### config.mk
export PLATFORM = sky130hd
export DESIGN_NAME = atmr_timer
export DESIGN_NICKNAME = d
export VERILOG_FILES = /design/src/hdl/atmr_pkg.sv /design/src/hdl/atmr_tick.sv /design/src/hdl/atmr_chan.sv /design/src/hdl/atmr_timer.sv
export SDC_FILE = /design/constraint.sdc
export NUM_CORES = 1
export LEC_CHECK = 0
export BUFFER_PORTS_ARGS = -buffer_cell sky130_fd_sc_hd__buf_4
export CORE_MARGIN = 2
export CORE_UTILIZATION = 45
export CTS_BUF_LIST = sky130_fd_sc_hd__clkbuf_4
export DETAILED_ROUTE_END_ITERATION = 10
export HOLD_SLACK_MARGIN = 0.06
export PLACE_DENSITY = 0.65
export RECOVER_POWER = 50
export SLEW_MARGIN = 20
export SYNTH_ARGS = -nofsm -noshare
export SYNTH_HDL_FRONTEND = slang
export SYNTH_HIERARCHICAL = 1
export SYNTH_SLANG_ARGS = --single-unit
### constraint.sdc
create_clock -name clk -period 6 [get_ports clk]
set_clock_uncertainty 0.15 [all_clocks]
set_input_delay 0.6 -clock clk [delete_from_list [all_inputs] [get_ports clk]]
set_output_delay 0.6 -clock clk [all_outputs]
set_load 0.03 [all_outputs]
### src/hdl/atmr_pkg.sv
// constants and types shared by the autoreload timer files
package atmr_pkg;

  // -----------------------------------------------------------------
  // register offsets
  // -----------------------------------------------------------------
  localparam logic [7:0] OFF_CTRL_STATUS = 8'h00;
  localparam logic [7:0] OFF_CNT_HIGH    = 8'h01;
  localparam logic [7:0] OFF_CNT_LOW     = 8'h02;
  localparam logic [7:0] OFF_RELOAD_HIGH = 8'h03;
  localparam logic [7:0] OFF_RELOAD_LOW  = 8'h04;
  localparam logic [7:0] OFF_PWM_ENABLES = 8'h05;
  localparam logic [7:0] OFF_CHAN_CSR0   = 8'h06;  // channel i at OFF_CHAN_CSR0 + i
  localparam logic [7:0] OFF_DUTY_LOW0   = 8'h0a;  // channel i low at + 2*i, high at + 2*i + 1
  localparam logic [7:0] OFF_CAP_HIGH    = 8'h12;
  localparam logic [7:0] OFF_CAP_LOW     = 8'h13;

  // -----------------------------------------------------------------
  // field positions
  // -----------------------------------------------------------------
  localparam int CS_CAP_FLAG_BIT  = 6;
  localparam int CS_CAP_IE_BIT    = 5;
  localparam int CS_CKSEL_LSB     = 3;
  localparam int CS_OVF_FLAG_BIT  = 2;
  localparam int CS_OVF_IE_BIT    = 1;
  localparam int CS_CMP_IE_BIT    = 0;
  localparam int CH_POL_BIT       = 1;
  localparam int CH_FLAG_BIT      = 0;
  localparam int OE_STRIDE        = 2;   // enable of channel i sits at bit 2*i

  // -----------------------------------------------------------------
  // counter values, reset values and clock rates
  // -----------------------------------------------------------------
  localparam int          CNT_W       = 12;
  localparam logic [11:0] CNT_MAX     = 12'hfff;
  localparam logic [11:0] CNT_RESET   = 12'h000;
  localparam logic [11:0] RELOAD_RST  = 12'h000;
  localparam logic [7:0]  BYTE_ZERO   = 8'h00;
  localparam int          CLK_MHZ     = 100;
  localparam int          FAST_MHZ    = 32;
  localparam logic [7:0]  FAST_STEP   = 8'(FAST_MHZ);
  localparam logic [7:0]  FAST_MOD    = 8'(CLK_MHZ);

  // counter clock selection codes
  typedef enum logic [1:0] {
    CK_OFF  = 2'h0,
    CK_LITE = 2'h1,
    CK_CPU  = 2'h2,
    CK_FAST = 2'h3
  } atmr_cksel_t;

endpackage : atmr_pkg

### src/hdl/atmr_tick.sv
// counter tick generator for the four clock selections
`timescale 1ns/1ps
module atmr_tick (
  input  wire logic                clk,
  input  wire logic                reset_n,
  input  wire atmr_pkg::atmr_cksel_t sel,
  input  wire logic                lite_timebase_clock,
  output logic                     tick
);
  import atmr_pkg::*;

  typedef struct packed {
    logic       lite_prev;
    logic [7:0] acc;
    logic       tick;
  } atmr_tick_st_t;

  atmr_tick_st_t q;
  atmr_tick_st_t d;

  // -----------------------------------------------------------------
  // next state
  // -----------------------------------------------------------------
  // fast rate by fractional accumulation: 32 ticks per 100 clocks
  always_comb begin
    logic [7:0] sum;
    sum         = q.acc + FAST_STEP;
    d           = q;
    d.lite_prev = lite_timebase_clock;
    d.tick      = 1'b0;
    unique case (sel)
      CK_OFF:  d.tick = 1'b0;
      CK_LITE: d.tick = lite_timebase_clock & ~q.lite_prev;
      CK_CPU:  d.tick = 1'b1;
      CK_FAST: begin
        if (sum >= FAST_MOD) begin
          d.acc  = sum - FAST_MOD;
          d.tick = 1'b1;
        end else begin
          d.acc  = sum;
        end
      end
    endcase
  end

  // state register
  always_ff @(posedge clk) begin
    if (!reset_n) begin
      q <= '0;
    end else begin
      q <= d;
    end
  end

  assign tick = q.tick;

endmodule : atmr_tick

### src/hdl/atmr_chan.sv
// one pwm channel: compare flag, level, polarity and pin enable
`timescale 1ns/1ps
module atmr_chan (
  input  wire logic        clk,
  input  wire logic        reset_n,
  input  wire logic        tick,
  input  wire logic        wrap,
  input  wire logic [11:0] next_cnt,
  input  wire logic [11:0] duty,
  input  wire logic        enable,
  input  wire logic        polarity,
  input  wire logic        read_clear,
  input  wire logic        pwm_allowed,
  output logic             compare_flag,
  output logic             pwm_out,
  output logic             pwm_oe
);
  import atmr_pkg::*;

  typedef struct packed {
    logic flag;
    logic level;
    logic pin;
    logic oe;
  } atmr_chan_st_t;

  atmr_chan_st_t q;
  atmr_chan_st_t d;
  logic          match;

  // -----------------------------------------------------------------
  // next state
  // -----------------------------------------------------------------
  // compare and pwm are suspended on the lite timebase selection
  assign match = tick & pwm_allowed & (next_cnt == duty);

  always_comb begin
    d = q;
    if (read_clear) begin
      d.flag = 1'b0;
    end
    if (match) begin
      d.flag = 1'b1;
    end
    if (tick && pwm_allowed && wrap) begin
      d.level = 1'b1;
    end
    if (match) begin
      d.level = 1'b0;
    end
    if (enable) begin
      d.oe = 1'b1;
    end else if (wrap) begin
      d.oe = 1'b0;
    end
    d.pin = d.level ^ polarity;
  end

  // state register
  always_ff @(posedge clk) begin
    if (!reset_n) begin
      q <= '0;
    end else begin
      q <= d;
    end
  end

  assign compare_flag = q.flag;
  assign pwm_out      = q.pin;
  assign pwm_oe       = q.oe;
endmodule : atmr_chan

### src/hdl/atmr_timer.sv
// 12-bit autoreload timer with input capture and four pwm channels
//
// The implementer's own choices: strobed register access and the address map.
`timescale 1ns/1ps
module atmr_timer #(
  parameter int CHANNELS = 4
) (
  input  wire logic        clk,
  input  wire logic        reset_n,
  input  wire logic [7:0]  addr,
  input  wire logic [7:0]  wdata,
  input  wire logic        wr_en,
  input  wire logic        rd_en,
  output logic      [7:0]  rdata,
  input  wire logic        capture_input_pin,
  input  wire logic        lite_timebase_clock,
  output logic      [3:0]  pwm_out,
  output logic      [3:0]  pwm_oe,
  output logic             capture_irq,
  output logic             overflow_irq,
  output logic             compare_irq
);
  import atmr_pkg::*;

  // -----------------------------------------------------------------
  // configuration check
  // -----------------------------------------------------------------
  if (CHANNELS != 4) begin : g_bad_channels
    $error("atmr_timer serves exactly four channels");
  end

  typedef struct packed {
    logic [11:0]      cnt;
    logic [11:0]      reload;
    logic [3:0]       cnt_hi_latch;
    logic [11:0]      capture;
    logic             cap_prev;
    logic             cap_flag;
    logic             cap_ie;
    atmr_cksel_t      cksel;
    logic             ovf_flag;
    logic             ovf_ie;
    logic             cmp_ie;
    logic [3:0]       pwm_en;
    logic [3:0]       pol;
    logic [3:0][11:0] duty;
    logic [7:0]       rdata;
    logic             cap_irq;
    logic             ovf_irq;
    logic             cmp_irq;
  } atmr_st_t;

  atmr_st_t    q;
  atmr_st_t    d;
  logic        tick;
  logic        wrap;
  logic [11:0] next_cnt;
  logic        cap_event;
  logic        pwm_allowed;
  logic [3:0]  chan_flag;
  logic [3:0]  chan_rd_clr;
  logic [3:0]  chan_pin;
  logic [3:0]  chan_oe;

  // -----------------------------------------------------------------
  // counter clock
  // -----------------------------------------------------------------
  atmr_tick u_tick (
    .clk                 (clk),
    .reset_n             (reset_n),
    .sel                 (q.cksel),
    .lite_timebase_clock (lite_timebase_clock),
    .tick                (tick)
  );

  // counter step and wrap to the reload value
  assign wrap        = tick & (q.cnt == CNT_MAX);
  assign next_cnt    = wrap ? q.reload : q.cnt + 12'h001;
  assign cap_event   = capture_input_pin & ~q.cap_prev;
  assign pwm_allowed = (q.cksel != CK_LITE);

  // -----------------------------------------------------------------
  // pwm channels
  // -----------------------------------------------------------------
  for (genvar i = 0; i < CHANNELS; i++) begin : g_chan
    assign chan_rd_clr[i] = rd_en & (addr == OFF_CHAN_CSR0 + 8'(i));
    atmr_chan u_chan (
      .clk          (clk),
      .reset_n      (reset_n),
      .tick         (tick),
      .wrap         (wrap),
      .next_cnt     (next_cnt),
      .duty         (q.duty[i]),
      .enable       (q.pwm_en[i]),
      .polarity     (q.pol[i]),
      .read_clear   (chan_rd_clr[i]),
      .pwm_allowed  (pwm_allowed),
      .compare_flag (chan_flag[i]),
      .pwm_out      (chan_pin[i]),
      .pwm_oe       (chan_oe[i])
    );
  end

  // -----------------------------------------------------------------
  // next state: counter, flags, register writes and reads
  // -----------------------------------------------------------------
  always_comb begin
    d          = q;
    d.cap_prev = capture_input_pin;
    if (tick) begin
      d.cnt = next_cnt;
    end
    // capture flag: read clears, a new capture in the same cycle wins
    if (rd_en && (addr == OFF_CAP_HIGH || addr == OFF_CAP_LOW)) begin
      d.cap_flag = 1'b0;
    end
    if (cap_event) begin
      d.capture  = q.cnt;
      d.cap_flag = 1'b1;
    end
    // overflow flag: status read clears, overflow in the same cycle wins
    if (rd_en && addr == OFF_CTRL_STATUS) begin
      d.ovf_flag = 1'b0;
    end
    if (wrap) begin
      d.ovf_flag = 1'b1;
    end
    // latch the high nibble on a low byte read so the pair is coherent
    if (rd_en && addr == OFF_CNT_LOW) begin
      d.cnt_hi_latch = q.cnt[11:8];
    end
    // software writes; flag bits and counter are not writable
    if (wr_en) begin
      unique case (addr)
        OFF_CTRL_STATUS: begin
          d.cap_ie = wdata[CS_CAP_IE_BIT];
          d.cksel  = atmr_cksel_t'(wdata[CS_CKSEL_LSB +: 2]);
          d.ovf_ie = wdata[CS_OVF_IE_BIT];
          d.cmp_ie = wdata[CS_CMP_IE_BIT];
        end
        OFF_RELOAD_HIGH: d.reload[11:8] = wdata[3:0];
        OFF_RELOAD_LOW:  d.reload[7:0]  = wdata;
        OFF_PWM_ENABLES: begin
          for (int i = 0; i < 4; i++) begin
            d.pwm_en[i] = wdata[OE_STRIDE * i];
          end
        end
        default: begin
          for (int i = 0; i < 4; i++) begin
            if (addr == OFF_CHAN_CSR0 + 8'(i)) begin
              d.pol[i] = wdata[CH_POL_BIT];
            end
            if (addr == OFF_DUTY_LOW0 + 8'(2 * i)) begin
              d.duty[i][7:0] = wdata;
            end
            if (addr == OFF_DUTY_LOW0 + 8'(2 * i + 1)) begin
              d.duty[i][11:8] = wdata[3:0];
            end
          end
        end
      endcase
    end
    // read data stands in the cycle after the strobe only
    d.rdata = BYTE_ZERO;
    if (rd_en) begin
      unique case (addr)
        OFF_CTRL_STATUS: begin
          d.rdata[CS_CAP_FLAG_BIT]        = q.cap_flag;
          d.rdata[CS_CAP_IE_BIT]          = q.cap_ie;
          d.rdata[CS_CKSEL_LSB +: 2]      = q.cksel;
          d.rdata[CS_OVF_FLAG_BIT]        = q.ovf_flag;
          d.rdata[CS_OVF_IE_BIT]          = q.ovf_ie;
          d.rdata[CS_CMP_IE_BIT]          = q.cmp_ie;
        end
        OFF_CNT_HIGH:    d.rdata = {4'h0, q.cnt_hi_latch};
        OFF_CNT_LOW:     d.rdata = q.cnt[7:0];
        OFF_RELOAD_HIGH: d.rdata = {4'h0, q.reload[11:8]};
        OFF_RELOAD_LOW:  d.rdata = q.reload[7:0];
        OFF_CAP_HIGH:    d.rdata = {4'h0, q.capture[11:8]};
        OFF_CAP_LOW:     d.rdata = q.capture[7:0];
        OFF_PWM_ENABLES: begin
          for (int i = 0; i < 4; i++) begin
            d.rdata[OE_STRIDE * i] = q.pwm_en[i];
          end
        end
        default: begin
          for (int i = 0; i < 4; i++) begin
            if (addr == OFF_CHAN_CSR0 + 8'(i)) begin
              d.rdata[CH_POL_BIT]  = q.pol[i];
              d.rdata[CH_FLAG_BIT] = chan_flag[i];
            end
            if (addr == OFF_DUTY_LOW0 + 8'(2 * i)) begin
              d.rdata = q.duty[i][7:0];
            end
            if (addr == OFF_DUTY_LOW0 + 8'(2 * i + 1)) begin
              d.rdata = {4'h0, q.duty[i][11:8]};
            end
          end
        end
      endcase
    end
    // interrupt levels follow flag and enable one cycle later
    d.cap_irq = q.cap_flag & q.cap_ie;
    d.ovf_irq = q.ovf_flag & q.ovf_ie;
    d.cmp_irq = (|chan_flag) & q.cmp_ie;
  end

  // -----------------------------------------------------------------
  // state register
  // -----------------------------------------------------------------
  always_ff @(posedge clk) begin
    if (!reset_n) begin
      q        <= '0;
      q.cnt    <= CNT_RESET;
      q.reload <= RELOAD_RST;
      q.cksel  <= CK_OFF;
    end else begin
      q <= d;
    end
  end

  // outputs straight from flip-flops
  assign rdata        = q.rdata;
  assign capture_irq  = q.cap_irq;
  assign overflow_irq = q.ovf_irq;
  assign compare_irq  = q.cmp_irq;
  assign pwm_out      = chan_pin;
  assign pwm_oe       = chan_oe;
endmodule : atmr_timer

==> load_flow_metrics.sql <==
INSERT INTO impl_metrics (metric_group, metric, value, unit) VALUES
('outcome', 'status', 'finished with violations', ''),
('outcome', 'violated_checks', 'capacitance limit, slew limit', ''),
('global_route', 'grt_first_pass_wirelength', '36900', 'um'),
('worst_setup_path', 'arrival_time_of_data_at_the_critical_path_endpoint', '4.17', 'ns'),
('timing', 'final-hold-violation-count', '0', ''),
('power_and_ir_drop', 'power.density', '205', 'mW/mm^2'),
('clocking', 'cts_made_buffers', '17', ''),
('synth', 'postSynthRegisterBits', '139', ''),
('clocking', 'clkTransAtPathRegs', '0.13', 'ns'),
('flow_run', 'maxCapViolCount', '1', ''),
('worst_setup_path', 'critPathKind', 'reg -> reg', ''),
('timing', 'finalWorstPathRequiredPeriod', '3.86', 'ns'),
('global_route', 'groute.usage.overall', '26.8', '%'),
('power_and_ir_drop', 'power.static_leakage', '3.46', 'nW'),
('route', 'finalWirelength', '24200', 'um'),
('synth', 'post_synth_fa_ha_maj_area_fraction', '0.798', '%'),
('die', 'core-area', '0.0172', 'sq mm'),
('synth', 'netlist_area', '0.00784', 'sq mm'),
('route', 'drtAntennaViolNets', '0', ''),
('timing', 'layout_worst_path_cycle_share', '64.3', '%'),
('final_layout', 'layout.area.seq', '0.00278', 'sq mm'),
('clocking', 'post_cts_resized', '0', ''),
('die', 'std_cell_rows', '48', ''),
('synth', 'post_synth_and_or_nand_nor_area_fraction', '26.5', '%'),
('die', 'total_die_area', '0.0185', 'sq mm'),
('placement', 'postPlaceCellArea', '0.00817', 'sq mm'),
('route', 'routedWlPerCell', '21.7', 'um'),
('clocking', 'cts.sink_count', '139', ''),
('route', 'viasPerCell', '6.02', ''),
('timing', 'clock.fmax', '259', 'MHz'),
('placement', 'gp_routability_congestion', '0.979', ''),
('synth', 'synthMuxAreaShare', '11.9', '%'),
('worst_setup_path', 'critPathLaunchType', 'flop', ''),
('global_route', 'grt_antenna_before_repair', '1', ''),
('synth', 'dominantRegCellSynth', 'sky130_fd_sc_hd__dfxtp_1', ''),
('synth', 'synth.avg_cell_area', '8.97', 'sq um'),
('timing', 'postLayoutSetupSlackWorst', '2.14', 'ns'),
('route', 'drt_drc_violations_left', '0', ''),
('synth', 'syn-num-nets', '901', ''),
('worst_setup_path', 'cp_slowest_stage_delay', '0.65', 'ns'),
('route', 'drt_first_pass_iters', '5', ''),
('timing', 'holdWs', '0.171', 'ns'),
('final_layout', 'fill_cells', '1720', ''),
('timing', 'timing.final.max_slew_violations', '75', ''),
('clocking', 'cts_root_buffer', 'sky130_fd_sc_hd__clkbuf_4', ''),
('synth', 'asyncSetResetFlopFracSynth', '0', '%'),
('die', 'die-width', '136', 'um'),
('global_route', 'grt_pass1_vias', '6121', ''),
('worst_setup_path', 'crit_path_cell_trace', 'ha_1 -> nand3_1 -> nor4_2 -> nand3_1 -> a21oi_1 -> xor2_1 -> nor4_4 -> o21ai_0 -> or4_1', ''),
('power_and_ir_drop', 'vdd_drop_max', '0.000142', 'V'),
('final_layout', 'fin_nets', '905', ''),
('route', 'drc_marker_count_from_the_first_detailed_route_iteration', '619', ''),
('clocking', 'post_cts.repair.setup_buffers', '0', ''),
('synth', 'synth_xor_area_share', '6.37', '%'),
('worst_setup_path', 'cp_slowest_cell', 'sky130_fd_sc_hd__a21oi_1', ''),
('placement', 'preCtsSetupSlack', '2.23', 'ns'),
('worst_setup_path', 'timing.critical_path.required', '6.31', 'ns'),
('clocking', 'cts_max_level', '4', ''),
('die', 'die_h', '136', 'um'),
('timing', 'rsz0062_at_grt', 'no', ''),
('clocking', 'cts_buffer_depth', '2', ''),
('final_layout', 'area_delta_synth_final', '7.37', '%'),
('worst_setup_path', 'critical_path.endpoint_type', 'flop', ''),
('global_route', 'grt_start_max_net_pins', '75', ''),
('synth', 'synth_top_family_by_area', 'simple AND/OR/NAND/NOR gates', ''),
('worst_setup_path', 'worst_path_fanout_max', '10', ''),
('final_layout', 'layout-drive-gt1-share', '11.1', '%'),
('die', 'ios', '41', ''),
('synth', 'synth-edff-count', '0', ''),
('worst_setup_path', 'cpMostUsedCell', 'sky130_fd_sc_hd__nand3_1', ''),
('synth', 'register_area_share_after_synthesis', '35.5', '%');
## final timing paths
path	startpoint	to	slack, ns	cells past startpoint
min reg2reg	q[67]	compare_irq	0.32	2
max	q[103]	g_chan[0].u_chan/pwm_out	2.14	9
max reg2reg	q[103]	g_chan[0].u_chan/pwm_out	2.14	9
min	wdata[7]	q[54]	0.17	3
## where the power goes
group          total [mW]  internal, mW  switching (mW)
clock               0.678         0.322           0.356
combinational       0.118        0.0386          0.0793
sequential          0.927         0.925         0.00216
total                1.72          1.29           0.437
## flip-flops by register name, summed over array words and instances, names as in the netlist
| name | cells |
|---|---|
| overflow_irq | 1 |
| capture_irq | 1 |
| compare_irq | 1 |
| q | 104 |
| g_chan.u_chan/compare_flag | 4 |
| u_tick/tick | 1 |
| g_chan.u_chan/pwm_out | 4 |
| g_chan.u_chan/q | 4 |
| g_chan.u_chan/pwm_oe | 4 |
| u_tick/q | 7 |
| rdata | 8 |
## cells in the mapped netlist, types with 10 or more instances
cell                       count  area (sq um)
sky130_fd_sc_hd__a21boi_0     20           150
sky130_fd_sc_hd__a21oi_1      19          95.1
sky130_fd_sc_hd__a31oi_1      13          81.3
sky130_fd_sc_hd__and3_1       18           113
sky130_fd_sc_hd__buf_2        12          60.1
sky130_fd_sc_hd__clkbuf_1     38           143
sky130_fd_sc_hd__dfxtp_1     139          2780
sky130_fd_sc_hd__inv_1        10          37.5
sky130_fd_sc_hd__mux2_2       11           124
sky130_fd_sc_hd__mux2i_1      76           761
sky130_fd_sc_hd__nand2_1      92           345
sky130_fd_sc_hd__nand3_1      34           170
sky130_fd_sc_hd__nand4_1      13          81.3
sky130_fd_sc_hd__nor2_1       34           128
sky130_fd_sc_hd__nor2b_1      86           538
sky130_fd_sc_hd__nor3_1       10          50.1
sky130_fd_sc_hd__o21ai_0      28           140
sky130_fd_sc_hd__xor2_1       52           455
## area by class of cell
class / instances / area share, %
inverters: 11 / 0.490
clock inverters: 14 / 2.13
multi-input cells: 662 / 56.1
clock buffers: 17 / 1.52
diodes: 1 / 0.0297
well taps: 225 / 3.34
flip-flops and latches: 139 / 33.1
repair buffers: 47 / 3.31
## per-stage QoR
step / utilization (%) / std cells / power [mW]
3_3_place_gp: 47.5 / 1082 / 1.06
4_1_cts: 49.4 / 1115 / 1.74
3_5_place_dp: 47.5 / 1082 / 1.06
5_1_grt: 49.0 / 1116 / 1.78
6_report: 49.0 / 1116 / 1.72
2_1_floorplan: - / 874 / 1.02
## critical path, delay by kind of cell (launching register included)
kind / cells / cell delay (ns)
AND/OR/NAND/NOR: 5 / 1.92
flip-flops: 1 / 0.44
XOR/XNOR: 1 / 0.20
adder cells (fa/ha/maj): 1 / 0.21
AO/OA/AOI/OAI: 2 / 0.80
## logic make-up after synthesis
kind of cell    Yosys count
compound gates          157
xor+xnor                 57
fa+ha+maj                 5
buf+inv                  73
flops                   139
mux                      89
simple gates            354
## layout by cell type, fill, tap and decap left out, types with 8 or more instances in the layout
master,count
sky130_fd_sc_hd__clkbuf_1,21
sky130_fd_sc_hd__a21oi_1,19
sky130_fd_sc_hd__o21ai_0,28
sky130_fd_sc_hd__clkbuf_4,17
sky130_fd_sc_hd__mux2i_1,76
sky130_fd_sc_hd__xor2_1,52
sky130_fd_sc_hd__inv_1,10
sky130_fd_sc_hd__and3_1,18
sky130_fd_sc_hd__nand2b_1,9
sky130_fd_sc_hd__nand4_1,13
sky130_fd_sc_hd__nor4_4,9
sky130_fd_sc_hd__o21a_1,8
sky130_fd_sc_hd__a31oi_1,13
sky130_fd_sc_hd__buf_4,24
sky130_fd_sc_hd__a21boi_0,23
sky130_fd_sc_hd__and2_1,8
sky130_fd_sc_hd__mux2_2,11
sky130_fd_sc_hd__nor3_1,10
sky130_fd_sc_hd__nor2b_1,85
sky130_fd_sc_hd__nand3_1,34
sky130_fd_sc_hd__nand2_1,92
sky130_fd_sc_hd__nor2_1,33
sky130_fd_sc_hd__dfxtp_1,139
## what timing repair did
item / CTS / global route
hold buffers: 2 / 0
endpoints found under the setup margin: 0 / 0
endpoints found under the hold margin: 2 / 0
## routing by layer
metal | vias up | GRT usage (%) | wire, um
met4 | 0 | 12.9 | 1070
met3 | 72 | 5.59 | 1900
met1 | 3183 | 37.7 | 11200
li1 | 3126 | - | -
met5 | - | 0 | 0
met2 | 338 | 38.7 | 10100
Power figures use the tool's default switching activity.
